--- src/bgsf_pkg.sv ---
/*
  Shared constants for the battery gauge status and flag block: register
  byte offsets, flag bit positions, reset values and the encoding limits.
  Assumes a 32-bit APB register bus with one aligned word per register.
*/
package bgsf_pkg;
  localparam logic [7:0] OFF_FLAGS_ONE = 8'h00;
  localparam logic [7:0] OFF_FLAGS_TWO = 8'h04;
  localparam logic [7:0] OFF_TEMP_GAUGE = 8'h08;
  localparam logic [7:0] OFF_CYCLES = 8'h0C;
  localparam logic [7:0] OFF_CHARGE_WRITE = 8'h10;
  localparam logic [7:0] OFF_IRQ_STATUS = 8'h14;
  localparam logic [7:0] OFF_IRQ_CLEAR = 8'h18;
  localparam logic [7:0] OFF_IRQ_ENABLE = 8'h1C;

  // flags_reg_one bit positions
  localparam int F1_FINAL_LOW = 0;
  localparam int F1_FIRST_LOW = 1;
  localparam int F1_VALID_DIS = 3;
  localparam int F1_CAP_INACC = 4;
  localparam int F1_REMOVED = 5;
  localparam int F1_REPLACED = 6;
  localparam int F1_CHG = 7;
  // flags_reg_two bit positions
  localparam int F2_OVLD = 0;
  localparam int F2_RATE = 7;
  // temp_and_gauge_reg field positions
  localparam int TG_GAUGE_LSB = 0;
  localparam int TG_TEMP_LSB = 4;

  // interrupt status bit positions
  localparam int IRQ_FIRST_LOW = 0;
  localparam int IRQ_FINAL_LOW = 1;
  localparam int IRQ_REMOVED = 2;
  localparam int IRQ_OVLD = 3;
  localparam int IRQ_W = 4;

  localparam logic RST_REPLACED = 1'b1;
  localparam logic [3:0] GAUGE_MAX = 4'hF;
  localparam int GAUGE_STEPS = 16;
  localparam logic [3:0] TEMP_MAX = 4'hC;
  localparam int TEMP_BASE_C = -30;
  localparam int TEMP_BAND_C = 10;
  localparam int INACC_CYCLES = 64;
  localparam logic [31:0] WORD_ZERO = 32'h0000_0000;
endpackage

--- src/bgsf_status_flags.sv ---
/*
  Status, flag and fuel-gauge logic of a battery capacity monitor, read
  and partly written over an APB slave port.
  Assumes analog comparators, the charge counter and temperature sensor
  deliver levels already synchronous to pclk.
*/
`timescale 1ns/100ps

// Notes on behaviour
// - first low-voltage flag sets below first threshold, clears on charging
// - final low-voltage flag sets and holds below final threshold
// - final low-voltage flag holds until charging, then clears
// - gauge level sits in low four bits of temp_and_gauge_reg
// - gauge step n means capacity between n/16 and (n+1)/16 of full
// - gauge full reference is last discharge or programmed count, by strap
// - temperature step runs 0 when coldest up to 12 above 80 C
// - overload bit follows sense voltage above overload threshold
// - charging shown while charge flows in, else discharging
// - charge rate bit in flags_reg_two tells fast from trickle
// - removed flag sets on removal condition, clears on replacement
// - replaced flag sets on return; clears on first low level or full
// - valid discharge sets only after charge reaches last discharge
// - host write of available charge disqualifies next capacity update
// - capacity inaccurate set when no update within last 64 cycles
// - cycle counter clears when charge reaches discharge after update
module bgsf_status_flags #(
  parameter int CW = 16,
  parameter int CYC_W = 8
) (
  input wire logic pclk,
  input wire logic presetn,
  input wire logic psel,
  input wire logic penable,
  input wire logic pwrite,
  input wire logic [7:0] paddr,
  input wire logic [31:0] pwdata,
  output logic [31:0] prdata,
  output logic pready,
  output logic pslverr,
  input wire logic below_first_threshold,
  input wire logic below_final_threshold,
  input wire logic over_overload_threshold,
  input wire logic charge_flowing_in,
  input wire logic fast_charge,
  input wire logic removed_condition,
  input wire logic valid_condition,
  input wire logic capacity_updated,
  input wire logic full_ref_programmed,
  input wire logic [CW-1:0] available_charge_count,
  input wire logic [CW-1:0] last_measured_discharge,
  input wire logic [CW-1:0] programmed_full_count,
  input wire logic signed [7:0] temperature_c,
  output logic irq,
  output logic charge_load,
  output logic [CW-1:0] charge_load_value
);

  logic first_low_voltage_flag_q;
  logic final_low_voltage_flag_q;
  logic battery_removed_flag_q;
  logic battery_replaced_flag_q;
  logic valid_discharge_flag_q;
  logic capacity_inaccurate_flag_q;
  logic charging_q;
  logic overload_q;
  logic charge_rate_bit_q;
  logic [3:0] gauge_level_q;
  logic [3:0] temp_step_q;
  logic [CYC_W-1:0] cycle_count_q;
  logic update_pending_q;
  logic [bgsf_pkg::IRQ_W-1:0] irq_status_q;
  logic [bgsf_pkg::IRQ_W-1:0] irq_enable_q;
  logic [bgsf_pkg::IRQ_W-1:0] irq_event;
  logic [3:0] gauge_d;
  logic [3:0] temp_d;
  logic [CW-1:0] full_ref;
  logic [14:0] gauge_hits;
  logic [11:0] temp_hits;
  logic at_full;
  logic access;
  logic wr_take;
  logic rd_phase;
  logic [7:0] flags_one;
  logic [7:0] flags_two;

  function automatic logic [3:0] count_ones(input logic [15:0] v);
    logic [3:0] n;
    n = 4'h0;
    for (int i = 0; i < 16; i++) begin
      n = n + {3'h0, v[i]};
    end
    return n;
  endfunction

  function automatic logic addr_is(input logic [7:0] a,
                                   input logic [7:0] off);
    return a == off;
  endfunction

  // apb: first access cycle loads read data, second completes the transfer
  assign access = psel && penable;
  assign rd_phase = access && !pready;
  assign wr_take = access && pready && pwrite;

  // gauge reference selected by the strap level
  assign full_ref = full_ref_programmed ? programmed_full_count
                                        : last_measured_discharge;
  assign at_full = (available_charge_count >= last_measured_discharge);

  // one comparator per sixteenth boundary; the step is how many are passed
  generate
    for (genvar k = 1; k < bgsf_pkg::GAUGE_STEPS; k++) begin : g_gauge
      localparam logic [CW+3:0] KMUL = (CW+4)'(k);
      assign gauge_hits[k-1] = {available_charge_count, 4'h0} >=
                               KMUL * {4'h0, full_ref};
    end
    for (genvar t = 0; t < 12; t++) begin : g_temp
      localparam int LIM = bgsf_pkg::TEMP_BASE_C +
                           t * bgsf_pkg::TEMP_BAND_C;
      localparam logic signed [8:0] LIM9 = 9'(LIM);
      assign temp_hits[t] = (t == 11) ? ($signed({temperature_c[7],
                            temperature_c}) > LIM9)
                          : ($signed({temperature_c[7], temperature_c})
                             >= LIM9);
    end
  endgenerate

  assign gauge_d = count_ones({1'b0, gauge_hits});
  assign temp_d = count_ones({4'h0, temp_hits});

  assign flags_one = {charging_q, battery_replaced_flag_q,
                      battery_removed_flag_q, capacity_inaccurate_flag_q,
                      valid_discharge_flag_q, 1'b0,
                      first_low_voltage_flag_q, final_low_voltage_flag_q};
  assign flags_two = {charge_rate_bit_q, 6'h00, overload_q};

  assign irq_event[bgsf_pkg::IRQ_FIRST_LOW] = below_first_threshold &&
                                              !first_low_voltage_flag_q;
  assign irq_event[bgsf_pkg::IRQ_FINAL_LOW] = below_final_threshold &&
                                              !final_low_voltage_flag_q;
  assign irq_event[bgsf_pkg::IRQ_REMOVED] = removed_condition &&
                                            !battery_removed_flag_q;
  assign irq_event[bgsf_pkg::IRQ_OVLD] = over_overload_threshold &&
                                         !overload_q;

  // low-voltage latches: a new crossing outranks the charge clear
  always_ff @(posedge pclk or negedge presetn) begin
    if (!presetn) begin
      first_low_voltage_flag_q <= 1'b0;
      final_low_voltage_flag_q <= 1'b0;
    end else begin
      if (below_first_threshold) begin
        first_low_voltage_flag_q <= 1'b1;
      end else if (charge_flowing_in) begin
        first_low_voltage_flag_q <= 1'b0;
      end
      if (below_final_threshold) begin
        final_low_voltage_flag_q <= 1'b1;
      end else if (charge_flowing_in) begin
        final_low_voltage_flag_q <= 1'b0;
      end
    end
  end

  always_ff @(posedge pclk or negedge presetn) begin
    if (!presetn) begin
      charging_q <= 1'b0;
      overload_q <= 1'b0;
      charge_rate_bit_q <= 1'b0;
      gauge_level_q <= 4'h0;
      temp_step_q <= 4'h0;
    end else begin
      charging_q <= charge_flowing_in;
      overload_q <= over_overload_threshold;
      charge_rate_bit_q <= charge_flowing_in && fast_charge;
      gauge_level_q <= gauge_d;
      temp_step_q <= temp_d;
    end
  end

  // replaced flag starts set: a fresh start counts as a newly fitted pack
  always_ff @(posedge pclk or negedge presetn) begin
    if (!presetn) begin
      battery_removed_flag_q <= 1'b0;
      battery_replaced_flag_q <= bgsf_pkg::RST_REPLACED;
    end else begin
      if (removed_condition) begin
        battery_removed_flag_q <= 1'b1;
      end else if (valid_condition) begin
        battery_removed_flag_q <= 1'b0;
      end
      if (battery_removed_flag_q && valid_condition &&
          !removed_condition) begin
        battery_replaced_flag_q <= 1'b1;
      end else if (below_first_threshold ||
                   (charge_flowing_in && at_full)) begin
        battery_replaced_flag_q <= 1'b0;
      end
    end
  end

  // host write of the charge count wins over a same-cycle qualification
  always_ff @(posedge pclk or negedge presetn) begin
    if (!presetn) begin
      valid_discharge_flag_q <= 1'b0;
    end else if (wr_take && addr_is(paddr, bgsf_pkg::OFF_CHARGE_WRITE)) begin
      valid_discharge_flag_q <= 1'b0;
    end else if (charge_flowing_in && at_full) begin
      valid_discharge_flag_q <= 1'b1;
    end
  end

  // cycles counted at each start of charge; saturates rather than wraps
  always_ff @(posedge pclk or negedge presetn) begin
    if (!presetn) begin
      cycle_count_q <= '0;
      update_pending_q <= 1'b0;
    end else begin
      if (capacity_updated) begin
        update_pending_q <= 1'b1;
      end else if (update_pending_q && at_full) begin
        update_pending_q <= 1'b0;
      end
      if (update_pending_q && at_full) begin
        cycle_count_q <= '0;
      end else if (charge_flowing_in && !charging_q &&
                   cycle_count_q != '1) begin
        cycle_count_q <= cycle_count_q + 1'b1;
      end
    end
  end

  always_ff @(posedge pclk or negedge presetn) begin
    if (!presetn) begin
      capacity_inaccurate_flag_q <= 1'b0;
    end else begin
      capacity_inaccurate_flag_q <=
        (32'(cycle_count_q) >= bgsf_pkg::INACC_CYCLES);
    end
  end

  // sticky status: a new event wins over a clear in the same cycle
  always_ff @(posedge pclk or negedge presetn) begin
    if (!presetn) begin
      irq_status_q <= '0;
      irq_enable_q <= '0;
      irq <= 1'b0;
    end else begin
      if (wr_take && addr_is(paddr, bgsf_pkg::OFF_IRQ_CLEAR)) begin
        irq_status_q <= (irq_status_q & ~pwdata[bgsf_pkg::IRQ_W-1:0])
                        | irq_event;
      end else begin
        irq_status_q <= irq_status_q | irq_event;
      end
      if (wr_take && addr_is(paddr, bgsf_pkg::OFF_IRQ_ENABLE)) begin
        irq_enable_q <= pwdata[bgsf_pkg::IRQ_W-1:0];
      end
      irq <= |(irq_status_q & irq_enable_q);
    end
  end

  always_ff @(posedge pclk or negedge presetn) begin
    if (!presetn) begin
      charge_load <= 1'b0;
      charge_load_value <= '0;
    end else begin
      charge_load <= wr_take && addr_is(paddr, bgsf_pkg::OFF_CHARGE_WRITE);
      if (wr_take && addr_is(paddr, bgsf_pkg::OFF_CHARGE_WRITE)) begin
        charge_load_value <= pwdata[CW-1:0];
      end
    end
  end

  // reads only sample state; no register changes as a side effect
  always_ff @(posedge pclk or negedge presetn) begin
    if (!presetn) begin
      pready <= 1'b0;
      prdata <= bgsf_pkg::WORD_ZERO;
      pslverr <= 1'b0;
    end else if (rd_phase) begin
      pready <= 1'b1;
      pslverr <= 1'b0;
      prdata <= bgsf_pkg::WORD_ZERO;
      if (addr_is(paddr, bgsf_pkg::OFF_FLAGS_ONE)) begin
        prdata[7:0] <= flags_one;
      end else if (addr_is(paddr, bgsf_pkg::OFF_FLAGS_TWO)) begin
        prdata[7:0] <= flags_two;
      end else if (addr_is(paddr, bgsf_pkg::OFF_TEMP_GAUGE)) begin
        prdata[7:0] <= {temp_step_q, gauge_level_q};
      end else if (addr_is(paddr, bgsf_pkg::OFF_CYCLES)) begin
        prdata[CYC_W-1:0] <= cycle_count_q;
      end else if (addr_is(paddr, bgsf_pkg::OFF_CHARGE_WRITE)) begin
        prdata[CW-1:0] <= charge_load_value;
      end else if (addr_is(paddr, bgsf_pkg::OFF_IRQ_STATUS)) begin
        prdata[bgsf_pkg::IRQ_W-1:0] <= irq_status_q;
      end else if (addr_is(paddr, bgsf_pkg::OFF_IRQ_ENABLE)) begin
        prdata[bgsf_pkg::IRQ_W-1:0] <= irq_enable_q;
      end else if (!addr_is(paddr, bgsf_pkg::OFF_IRQ_CLEAR)) begin
        pslverr <= 1'b1;
      end
    end else begin
      pready <= 1'b0;
      pslverr <= 1'b0;
    end
  end
endmodule

--- config.mk ---
export PLATFORM = sky130hd
export DESIGN_NAME = bgsf_status_flags
export DESIGN_NICKNAME = d
export VERILOG_FILES = /design/src/bgsf_pkg.sv /design/src/bgsf_status_flags.sv
export SDC_FILE = /design/constraint.sdc
export NUM_CORES = 1
export LEC_CHECK = 0
export BUFFER_PORTS_ARGS = -buffer_cell sky130_fd_sc_hd__buf_2
export CAP_MARGIN = 10
export CORE_UTILIZATION = 25
export CTS_CLUSTER_DIAMETER = 150
export CTS_CLUSTER_SIZE = 28
export DETAILED_ROUTE_END_ITERATION = 8
export SYNTH_ARGS = -nofsm -noshare
export SYNTH_HDL_FRONTEND = slang
export SYNTH_SLANG_ARGS = --single-unit
--- constraint.sdc ---
create_clock -name pclk -period 2.75 [get_ports pclk]
set_clock_uncertainty 0.2 [all_clocks]
set_input_delay 0.4125 -clock pclk [delete_from_list [all_inputs] [get_ports pclk]]
set_output_delay 0.4125 -clock pclk [all_outputs]
set_load 0.01 [all_outputs]
## Yosys cells after proc, flatten, opt, wreduce, memory -nomap -nowiden

Cells that the tools add are included.

| word-level totals | value |
|---|---|
| output and inout bits | 52 |
| logic and storage cells | 172 |
| input port bits | 110 |
| register bits after elaboration | 70 |

| cells by class | value |
|---|---|
| $lt $le $gt $ge | 29 |
| bitwise logic cells | 5 |
| reduce and logical (&&, ||, !) cells | 35 |
| muxes and demuxes | 37 |
| $mul | 11 |
| add/sub/neg operators | 26 |
| equal/unequal tests | 8 |

Operators with widths:

| operator | count |
|---|---|
| $ge A20 B20 Y1 | 7 |
| $ge A20 B19 Y1 | 4 |
| $mul A4 B16 Y20 const A | 4 |
| $mux W8 | 10 |
| $add A4 B1 Y4 | 19 |
| $mul A3 B16 Y19 const A | 4 |
| $mul A2 B16 Y18 const A | 3 |
| $ge A20 B18 Y1 | 2 |
| $eq A8 B5 Y1 const B | 4 |
| $ge A8 B6 Y1 const B | 4 |
| $ge A8 B7 Y1 const B | 4 |
| $mux W1 | 21 |
| $ge A20 B16 Y1 | 1 |
| $ge A20 B17 Y1 | 1 |
| $logic_and A1 B1 Y1 | 18 |
| $eq A8 B4 Y1 const B | 2 |
| $ge A16 B16 Y1 | 1 |
| $ge A8 B5 Y1 const B | 2 |
| $mux W16 | 1 |
| $mux W4 | 4 |
| $reduce_bool A2 Y1 | 7 |
| $mux W12 | 1 |
| $add A3 B1 Y4 | 2 |
| $add A8 B1 Y8 const B | 1 |
| 14 further kinds | 24 |

## Longest topological paths before layout

Gate-level depths: netlist of run 1.

| logic depth | value |
|---|---|
| word-level depth | 16 |
| gate-level depth with buffers | 33 |
| mapped depth without buffers | 31 |

## Least setup slack after synthesis of run 1

Ideal clock, no wire load.

| timing path | value |
|---|---|
| kind | in2reg |
| from | input port full_ref_programmed |
| to | register gauge_level_q[1] |
| path slack | -5.053 ns |
| library setup time | 0.064 ns |
| buffers on the path | 1 |
| data arrival time | 7.539 ns |
| required time | 2.486 ns |
| stages | 28 |
| cells stage by stage | buf_4 > mux2i_1 > inv_1 > fa_1 > fa_1 > ha_1 > nor2b_1 > o31ai_2 > a211oi_1 > a221oi_1 > o21bai_1 > a21o_1 > xnor2_1 > ha_1 > a21o_1 > a21oi_1 > nand2_1 > o21ai_0 > a31oi_1 > fa_1 > fa_1 > inv_1 > fa_1 > inv_1 > fa_1 > inv_1 > fa_1 > inv_1 |

| on the way | value |
|---|---|
| longest elaborated chain between the ends | 16 |
| elaborated cells on any way between the ends | 41 |
| classes of those cells | add/sub: 14; mul: 11; order compare: 15; mux: 1 |

Ends and longest elaborated chain:

| what | RTL line | text |
|---|---|---|
| start: declaration | bgsf_status_flags.sv:48 | `input wire logic full_ref_programmed,` |
| $mux W16 (*) | bgsf_status_flags.sv:106 | `assign full_ref = full_ref_programmed ? programmed_full_count` |
| $mul A2 B16 Y18 (tied with other cells) | bgsf_status_flags.sv:115 | `KMUL * {4'h0, full_ref};` |
| $ge A20 B18 Y1 / $add A1 B1 Y2 (equally long branches) | bgsf_status_flags.sv:114, bgsf_status_flags.sv:90 |  |
| $add A2 B1 Y3 | bgsf_status_flags.sv:90 | `n = n + {3'h0, v[i]};` |
| $add A3 B1 Y4 | bgsf_status_flags.sv:90 |  |
| $add A4 B1 Y4 (10 in series) | bgsf_status_flags.sv:90 |  |
| $add A4 B1 Y4 (*) | bgsf_status_flags.sv:90 |  |
| via gauge_d[1] | bgsf_status_flags.sv:74 | `logic [3:0] gauge_d;` |
| end signal: assignment | bgsf_status_flags.sv:176 | `gauge_level_q <= gauge_d;` |
| end: declaration | bgsf_status_flags.sv:67 | `logic [3:0] gauge_level_q;` |

Mark *: on every way through the listed nets, which the timed path passes. The rest lies on a longest branch.
A chain may end at the register's enable or synchronous reset.

## Worst setup path in the final report of run 1

Same ends and word-level chain as after synthesis.

==> flow_summary.json, run 1 <==
{
  "status": "finished, violations left",
  "violations": "setup timing",
  "worstPathArrival_ps": 7180,
  "rr_endpoint": "cycle_count_q[3]$_DFFE_PN0P_",
  "irDropWorstVdd_uv": 580.2,
  "vias": 15872,
  "fin_ws_ps": -4401,
  "avgSynthCellArea_sq_um": 8.810,
  "crit_slowest_cell": "fa_1",
  "port_buffers": 129,
  "final_antenna_net_count": 0,
  "cap_violations": 0,
  "clk_pin_slew_ps": 60,
  "grt_pass1_vias": 16864,
  "async_reset_ff_share_pct": 100.0,
  "track_usage_pct": 17.25,
  "drive_gt1_share_pct": 34.87,
  "drcViolationCount": 0,
  "grt_pass1_wl_um": 87640,
  "cp_top_family": "adder cells",
  "whs_endpoint": "overload_q$_DFF_PN0_",
  "r2r_cells": 7,
  "slew_violations": 0,
  "hold_viol": 0,
  "num-nets-final": 3015,
  "grt.overflow.total": 0,
  "syn_area_sq_um": 15910,
  "via_per_inst": 4.845,
  "hold_path.startpoint": "over_overload_threshold",
  "crit_type": "in2reg",
  "dieArea_sq_um": 64660,
  "syn_to_final_growth_pct": 43.26,
  "wl_per_cell_um": 17.15,
  "hpwl_um": 47030,
  "pin_count": 162,
  "fin_crit_ps": 7151,
  "fp.dieH_um": 254.3,
  "netlist_instances": 1806,
  "wl_um": 56190,
  "antenna_found_initial": 2,
  "cp-end-kind": "register",
  "cp.buffers_inverters": 12,
  "worst_setup_path_start_kind": "input pin",
  "hold_class": "in2reg",
  "cts_tree": "yes",
  "clkLatencyLatePin_ps": 340,
  "hold_depth": 1,
  "cp_max_fo": 6,
  "ys_types": 81,
  "rows": 92,
  "power_per_cell_area_nw_per_um2": 654.3,
  "ys_seq_area_share_pct": 11.02,
  "r2r_start": "cycle_count_q[3]$_DFFE_PN0P_",
  "die_x_um": 254.3,
  "setup_viol": 8,
  "drt_pass1_iterations": 5,
  "max_slew_margin_pct": 50.37,
  "cts_buffers": 9,
  "core_sq_um": 62970,
  "synth_top_cell_by_area": "ha_1",
  "synth_top_area_share_pct": 30.67,
  "min_period_over_period_pct": 260.0,
  "n_fill_cell": 6375,
  "power.leakage_nw": 11.48,
  "rrSetupSlack_ps": 500,
  "stdcell_count": 3276,
  "worst_pin_slew_ps": 725.7,
  "htree_levels": 3,
  "ys_ff_latch": 70,
  "yosysWarnings": 0,
  "fin_hold_ws_ps": 34.74,
  "drt_iter0_markers": 832,
  "ys.flop_type": "dfrtp_1",
  "place_congestion": 0.9359,
  "synth_edf_count": 0,
  "crit_required_ps": 2780,
  "cp_slowest_stage_delay_ps": 550,
  "dp.cells": 3211,
  "cts.sinks": 70,
  "max_freq_mhz": 139.8,
  "synth_top_cells_by_area": "ha_1 (31%), fa_1 (11%), dfrtp_1 (11%)",
  "grt_max_degree": 71,
  "cts-root-buf": "clkbuf_16",
  "rsz0062_at_grt": "yes",
  "clockBufferDepth": 2,
  "cpMostUsedCell": "inv_2",
  "floorplan.initialDensity_pct": 25.27
}
==> final cells by class <==
type                    count  area, sq um  area share [%]
diodes                      1        2.502         0.01098
clock buffers              10        229.0           1.004
clock inverters             6        86.33          0.3787
inverters                 171        679.4           2.980
multi-input cells        1544        14300           62.75
flip-flops and latches     70         1753           7.690
well taps                 846         1059           4.644
repair buffers            628         4683           20.54
==> sequential cells by signal, indices dropped and copies added (netlist names), 4 cells and up <==
name               count
charge_load_value     16
cycle_count_q          8
gauge_level_q          4
irq_enable_q           4
irq_status_q           4
prdata                16
temp_step_q            4
==> cell usage after synthesis (all sizes together) (30+ instances only) <==
library cell  instances
nand2               122
a21o                 81
xnor2                45
nand3                30
nand4                34
ha                  390
o21a                 44
inv                 171
a21oi               124
fa                   91
nor3                 33
o21ai                98
xor2                 50
nor2                 86
dfrtp                69
==> logic make-up after synthesis <==
logic type / count (synthesis) / share of synthesized area [%]
other cells: 1 / 0.02357
simple gates: 424 / 13.28
compound gates: 496 / 20.77
flops: 70 / 11.02
fa+ha+maj: 481 / 42.12
xor+xnor: 95 / 5.229
buf+inv: 207 / 5.284
mux: 32 / 2.280
==> metal layers <==
metal / vias to the layer above / track usage (%) / part of all wire (%)
met5: - / 0 / 0.023
met4: 2 / 4.406 / 2.3
met3: 80 / 1.194 / 3.9
met2: 353 / 31.09 / 48
met1: 7646 / 22.09 / 46
li1: 7791 / - / -
==> cells in the final DEF, fill, tap and decap left out, types with 19 or more instances in the layout <==
cell type | netlist | layout
o21ai_0 | 97 | 81
nand2b_1 | 26 | 25
ha_4 | 0 | 23
ha_1 | 390 | 363
nand4_1 | 34 | 34
nor2b_1 | 27 | 25
xnor2_1 | 45 | 43
buf_2 | 0 | 126
nand3_1 | 30 | 29
dfrtp_1 | 69 | 69
nand2_1 | 122 | 118
xor2_1 | 50 | 50
a31oi_1 | 24 | 19
a21oi_1 | 123 | 108
fa_1 | 91 | 76
nor3_1 | 33 | 29
buf_4 | 17 | 473
o21a_1 | 44 | 33
nor2_1 | 86 | 81
inv_1 | 171 | 150
mux2_2 | 21 | 21
a21o_1 | 81 | 81
==> power by group <==
| part | internal, mW | switching, mW | total, mW |
|---|---|---|---|
| clock network | 0.794 | 0.440 | 1.23 |
| registers | 1.16 | 0.0591 | 1.22 |
| logic | 6.31 | 6.15 | 12.5 |
==> how the worst max path moves through the flow <==
stage / from / to / slack, ps / cells after the start
after floorplan: full_ref_programmed / gauge_level_q[1]$_DFF_PN0_ / -4270 / 30
after global placement: full_ref_programmed / gauge_level_q[1]$_DFF_PN0_ / -5070 / 30
after detailed placement: full_ref_programmed / gauge_level_q[1]$_DFF_PN0_ / -5220 / 29
after CTS: full_ref_programmed / gauge_level_q[1]$_DFF_PN0_ / -4380 / 31
after global routing: full_ref_programmed / gauge_level_q[1]$_DFF_PN0_ / -4590 / 33
final: full_ref_programmed / gauge_level_q[1]$_DFF_PN0_ / -4400 / 34
==> what timing repair did <==
item / CTS / global route
setup buffers: 28 / 18
gates cloned: 2 / 1
pin swaps: 41 / 44
hold buffers: 1 / 0
endpoints found under the hold margin: 69 / 0
gates resized for setup: 76 / 63
setup endpoints to repair: 8 / 16
==> per-stage QoR <==
step / cell area, sq um / setup WS (ps) / setup TNS (ps) / total power [mW] / utilization, %
3_3_place_gp: 21380 / -5070 / -25890 / 11.99 / 33.95
4_1_cts: 22320 / -4376 / -20110 / 14.19 / 35.45
5_1_grt: 22790 / -4595 / -21460 / 16.47 / 36.20
2_1_floorplan: 16440 / -4270 / -20330 / 8.156 / -
3_5_place_dp: 21380 / -5221 / -27210 / 12.43 / 33.95
6_report: 22800 / -4401 / -20320 / 14.92 / 36.20
No activity file was read; power rests on OpenSTA's default activity.
==> run 2: changes to the inputs <==
ABC_AREA = 1   (was unset)
CORE_UTILIZATION = 45   (was 25)
==> run 2 against run 1 <==
Effect of this change: the run ends with hold timing, setup timing left; count of clock-buffer cells in the layout up 1; via count increased by 19%; synthesized area is 6.6% higher; die area is 41% lower; register-to-register slack improved by 370 ps; critical endpoint unchanged; highest routed layer unchanged; clock power is essentially flat.
==> flow_summary.json, run 2 <==
{
  "syn_to_final_growth_pct": 42.82,
  "worst_setup_path_start_kind": "input pin",
  "ys_types": 53,
  "port_buffers": 129,
  "yosysWarnings": 0,
  "async_reset_ff_share_pct": 100.0,
  "core_sq_um": 36870,
  "cpMostUsedCell": "fa_1",
  "floorplan.initialDensity_pct": 45.98,
  "drt_pass1_iterations": 5,
  "cts_buffers": 9,
  "syn_area_sq_um": 16960,
  "drt_iter0_markers": 1161,
  "avgSynthCellArea_sq_um": 7.343,
  "n_fill_cell": 3262,
  "cp_max_fo": 6,
  "drive_gt1_share_pct": 32.28,
  "ys_ff_latch": 70,
  "rsz0062_at_grt": "yes",
  "crit_type": "in2reg",
  "power.leakage_nw": 12.60,
  "synth_top_cells_by_area": "ha_1 (29%), fa_1 (11%), dfrtp_1 (10%)",
  "hpwl_um": 56010,
  "hold_viol": 10,
  "synth_top_area_share_pct": 28.78,
  "max_slew_margin_pct": 42.87,
  "antenna_found_initial": 1,
  "synthMostInstantiatedCell": "nand2_1",
  "cts.sinks": 70,
  "die_x_um": 196.1,
  "fin_hold_ws_ps": -23.23,
  "mostFrequentLayoutCell": "buf_4",
  "wl_per_cell_um": 18.94,
  "rows": 70,
  "routed-wl-met3_um": 4016,
  "stdcell_area_sq_um": 24210,
  "slew_violations": 0,
  "cp_top_family": "adder cells",
  "m1WireLength_um": 29300,
  "cap_violations": 0,
  "pin_count": 162,
  "p_total_mw": 17.61,
  "fin_crit_ps": 6614,
  "vias": 18887,
  "grt.overflow.total": 0,
  "cp.buffers_inverters": 9,
  "hold_class": "in2async",
  "power_per_cell_area_nw_per_um2": 727.4,
  "final_antenna_net_count": 0,
  "via_per_inst": 5.395,
  "top_layer_used": "met5",
  "grt_pass1_wl_um": 103300,
  "fin_ws_ps": -3864,
  "drcViolationCount": 0,
  "cts_tree": "yes",
  "status": "finished, violations left",
  "clockBufferDepth": 2,
  "setup_viol": 8,
  "netlist_instances": 2309,
  "violations": "hold timing, setup timing",
  "cts-root-buf": "clkbuf_16",
  "clk_pin_slew_ps": 60,
  "hold_buffers": 0,
  "place_congestion": 1.027,
  "grt_pass1_vias": 19022,
  "max_freq_mhz": 151.2,
  "layout_common_cells": "buf_4 (537), nand2_1 (415), ha_1 (349)",
  "irDropWorstVdd_uv": 498.7,
  "synth_top_cell_by_area": "ha_1",
  "tns_ps": -17580,
  "worst_pin_slew_ps": 857.0,
  "grt_max_degree": 71,
  "reg_top3": "charge_load_value (16), prdata (16), cycle_count_q (8)",
  "track_usage_pct": 34.73,
  "cp-end-kind": "register",
  "dieArea_sq_um": 38460,
  "ys_seq_area_share_pct": 10.34,
  "yosys-top-cells-count": "nand2_1 (443), ha_1 (390), inv_1 (302), a21oi_1 (230), nor2_1 (158)",
  "cp_slowest_stage_delay_ps": 650,
  "fp.dieH_um": 196.1,
  "min_period_over_period_pct": 240.5,
  "place_area_sq_um": 22580,
  "worstPathArrival_ps": 6680,
  "wl_um": 66300,
  "pre_cts_ws_ps": -4356,
  "num-nets-final": 3582,
  "met2WireLength_um": 30340,
  "htree_levels": 3,
  "crit_required_ps": 2820,
  "synth_edf_count": 0,
  "ys.flop_type": "dfrtp_1",
  "crit_slowest_cell": "fa_2",
  "clkLatencyLatePin_ps": 330
}
## run 2: layout make-up
class	count	area, sq um	area share (%)
clock inverter	5	82.58	0.3410
sequential	70	1753	7.239
multi-input combinational	1921	15270	63.07
inverter	306	1200	4.955
tap	504	630.6	2.604
clock buffer	11	242.7	1.002
timing repair buffer	683	5031	20.78
antenna	1	2.502	0.01033
## run 2: worst register-to-register path, stage by stage (launching register included)
cell and delay, ps:
dfrtp_1 380, nor2_1 120, buf_4 200, clkinv_1 470
a21oi_1 300, a21oi_1 100
## run 2: metal layers
layer  vias to the layer above  GRT usage [%]
li1                       9217              -
met1                      8906          46.80
met2                       624          58.47
met3                       138          2.682
met4                         2          11.89
met5                         -              0
## run 2: report_power, final
group	internal [mW]	total, mW	switching, mW
combinational	7.23	15.2	7.94
sequential	1.15	1.20	0.0442
clock	0.820	1.25	0.429
total	9.20	17.6	8.41
## run 2: final timing paths
kind / startpoint / endpoint / slack [ps] / depth (start not counted)
setup / recovery: full_ref_programmed / gauge_level_q[1]$_DFF_PN0_ / -3860 / 28
hold / removal: presetn / charge_load_value[3]$_DFFE_PN0P_ / -20 / 1
setup reg to reg: pready$_DFF_PN0_ / prdata[1]$_DFFE_PN0P_ / 870 / 5
hold reg to reg: final_low_voltage_flag_q$_DFFE_PN0P_ / irq_status_q[1]$_DFF_PN0_ / 250 / 1
max in group asynchronous: presetn / charge_load_value[11]$_DFFE_PN0P_ / 1800 / 1
min in group pclk: over_overload_threshold / overload_q$_DFF_PN0_ / 10 / 1
## run 2: through the flow
| step | std cells | hold slack [ps] | utilization (%) |
|---|---|---|---|
| after floorplan | 2324 | -83.09 | - |
| after CTS | 3482 | 8.886 | 63.97 |
| final | 3501 | -23.23 | 65.67 |
| after global placement | 3441 | 232.2 | 61.23 |
| after global routing | 3500 | 6.262 | 65.66 |
| after detailed placement | 3441 | 252.8 | 61.23 |
## run 2: logic make-up after synthesis
kind of cell	synth area share [%]
adder cells (fa/ha/maj)	39.52
flip-flops	10.34
AND/OR/NAND/NOR	22.59
XOR/XNOR	4.907
AO/OA/AOI/OAI	14.63
other	0.02212
buffers and inverters	7.926
multiplexers	0.05904
## run 2: timing repair
item | in CTS | in global routing
resized for setup | 114 | 115
buffers inserted | 25 | 18
setup endpoints to repair | 8 | 8
pin swaps | 50 | 53
cloned | 0 | 0
==> run 3: changes to the inputs <==
CORE_UTILIZATION = 40   (was 45)
TNS_END_PERCENT = 1   (was unset)
==> run 3 against run 2 <==
Effect of this change: the run ends with setup timing left; sequential power about the same; global-route usage decreased by 4.7 points; critical path depth increased by 3; register-to-register slack got worse by 30 ps; first-iteration DRC count decreased by 0.43%; combinational power decreased by 9%; routed wire length decreased by 1.8%; final cell count increased by 1.4%; fmax decreased by 1.8%; power decreased by 7.8%; critical endpoint unchanged.
==> flow_summary.json, run 3 (same netlist as run 2, synthesis figures left out) <==
{
  "status": "finished, violations left",
  "violations": "setup timing",
  "worst_setup_path_start_kind": "input pin",
  "reg_top3": "charge_load_value (16), prdata (16), cycle_count_q (8)",
  "drt_iter0_markers": 1156,
  "grt.overflow.total": 0,
  "hpwl_um": 56830,
  "final_antenna_net_count": 0,
  "irDropWorstVdd_uv": 421.8,
  "syn_to_final_growth_pct": 40.00,
  "drt_pass1_iterations": 6,
  "rsz0062_at_grt": "yes",
  "max_freq_mhz": 148.5,
  "min_period_over_period_pct": 244.8,
  "via_per_inst": 5.212,
  "fp.dieH_um": 207.9,
  "worstPathArrival_ps": 6800,
  "vias": 18504,
  "dieArea_sq_um": 43210,
  "power_per_cell_area_nw_per_um2": 684.2,
  "crit_type": "in2reg",
  "place_congestion": 0.9815,
  "cts-root-buf": "clkbuf_16",
  "cap_violations": 0,
  "drcViolationCount": 0,
  "grt_max_degree": 71,
  "floorplan.initialDensity_pct": 40.51,
  "clkLatencyLatePin_ps": 330,
  "rows": 75,
  "cts_tree": "yes",
  "setup_viol": 8,
  "core_sq_um": 41850,
  "cp-end-kind": "register",
  "fin_ws_ps": -3983,
  "track_usage_pct": 30.05,
  "clk_pin_slew_ps": 50,
  "cp_max_fo": 6,
  "cts_buffers": 9,
  "layout_common_cells": "buf_4 (552), nand2_1 (432), ha_1 (359)",
  "htree_levels": 3,
  "fin_hold_ws_ps": 59.07,
  "die_x_um": 207.9,
  "drive_gt1_share_pct": 29.16,
  "crit_slowest_cell": "fa_1",
  "cts.sinks": 70,
  "slew_violations": 0,
  "num-nets-final": 3598,
  "power.leakage_nw": 12.56,
  "wl_per_cell_um": 18.34,
  "hold_viol": 0,
  "cp_slowest_stage_delay_ps": 620,
  "pin_count": 162,
  "worst_pin_slew_ps": 531.9,
  "crit_required_ps": 2820,
  "grt_pass1_vias": 18698,
  "hold_class": "in2reg",
  "wl_um": 65110,
  "mostFrequentLayoutCell": "buf_4",
  "fin_crit_ps": 6733,
  "antenna_found_initial": 0,
  "max_slew_margin_pct": 64.41,
  "port_buffers": 129,
  "p_total_mw": 16.24,
  "grt_pass1_wl_um": 101300,
  "antenna_cells_inserted": 0,
  "clockBufferDepth": 2,
  "layout.core_utilization_pct": 56.71
}
run 3: cell count changes in the layout (fill, tap and decap cells not counted), moves of 10 or more:
cell	delta
a21oi_1	+17
nand2_1	+17
buf_4	+15
nand2_2	-15
a21oi_2	-12
ha_4	-11
nor2_1	+11
ha_1	+10
o21ai_0	+10
run 3: metal layers:
metal | part of all wire (%) | track usage, % | routed length, um | up-vias
met1 | 44 | 38.86 | 28750 | 8606
met4 | 4.1 | 11.62 | 2666 | 0
met3 | 4.8 | 2.360 | 3117 | 115
met2 | 47 | 51.93 | 30570 | 538
met5 | 0 | 0 | 0 | -
li1 | - | - | - | 9245
run 3: what timing repair did:
item | in CTS | in global routing
gates resized for setup | 64 | 17
setup endpoints to repair | 8 | 8
buffers inserted | 5 | 0
gates cloned | 1 | 0
hold buffers | 2 | 0
pin swaps | 33 | 3
endpoints found under the hold margin | 70 | 0
run 3: final cells by class:
cell class,count,area [sq um]
Fill cell,3992,18120
Multi-Input combinational cell,1921,14690
Timing Repair Buffer,699,5117
Sequential cell,70,1753
Inverter,306,1194
Tap cell,539,674.4
Clock buffer,9,225.2
Clock inverter,6,87.58
run 3: power breakdown:
| group | internal, mW | switching (mW) | total [mW] |
|---|---|---|---|
| Clock | 0.787 | 0.426 | 1.21 |
| Combinational | 6.58 | 7.24 | 13.8 |
| Sequential | 1.15 | 0.0485 | 1.20 |
run 3: path summary, 6_finish.rpt:
path,start,end,slack (ps),cells after the start
max,full_ref_programmed,gauge_level_q[1]$_DFF_PN0_,-3980,31
min,charge_flowing_in,charging_q$_DFF_PN0_,60,1
max reg2reg,pready$_DFF_PN0_,prdata[4]$_DFFE_PN0P_,840,5
min reg2reg,final_low_voltage_flag_q$_DFFE_PN0P_,irq_status_q[1]$_DFF_PN0_,240,1
max in group asynchronous,presetn,temp_step_q[3]$_DFF_PN0_,1580,3
min in group asynchronous,presetn,charge_load_value[3]$_DFFE_PN0P_,430,3
run 3: worst max-delay path, delay by kind of cell:
kind                       cells  cell delay, ps
xor gates and xnor gates       1             290
adders and majority gates      9            3620
buffers and inverters         12            1260
AOI/OAI and AO/OA              3             420
and+or+nand+nor                6             790
run 3: per-stage QoR:
| step | setup TNS [ps] | instances | instance area, sq um | worst slack (ps) |
|---|---|---|---|---|
| global placement | -21620 | 3527 | 22980 | -4455 |
| finish | -17990 | 3550 | 23740 | -3983 |
| CTS | -17900 | 3550 | 23660 | -3939 |
| detailed placement | -22240 | 3527 | 22980 | -4512 |
| global route | -19680 | 3550 | 23740 | -4295 |
| floorplan | -19490 | 2324 | 17530 | -3947 |
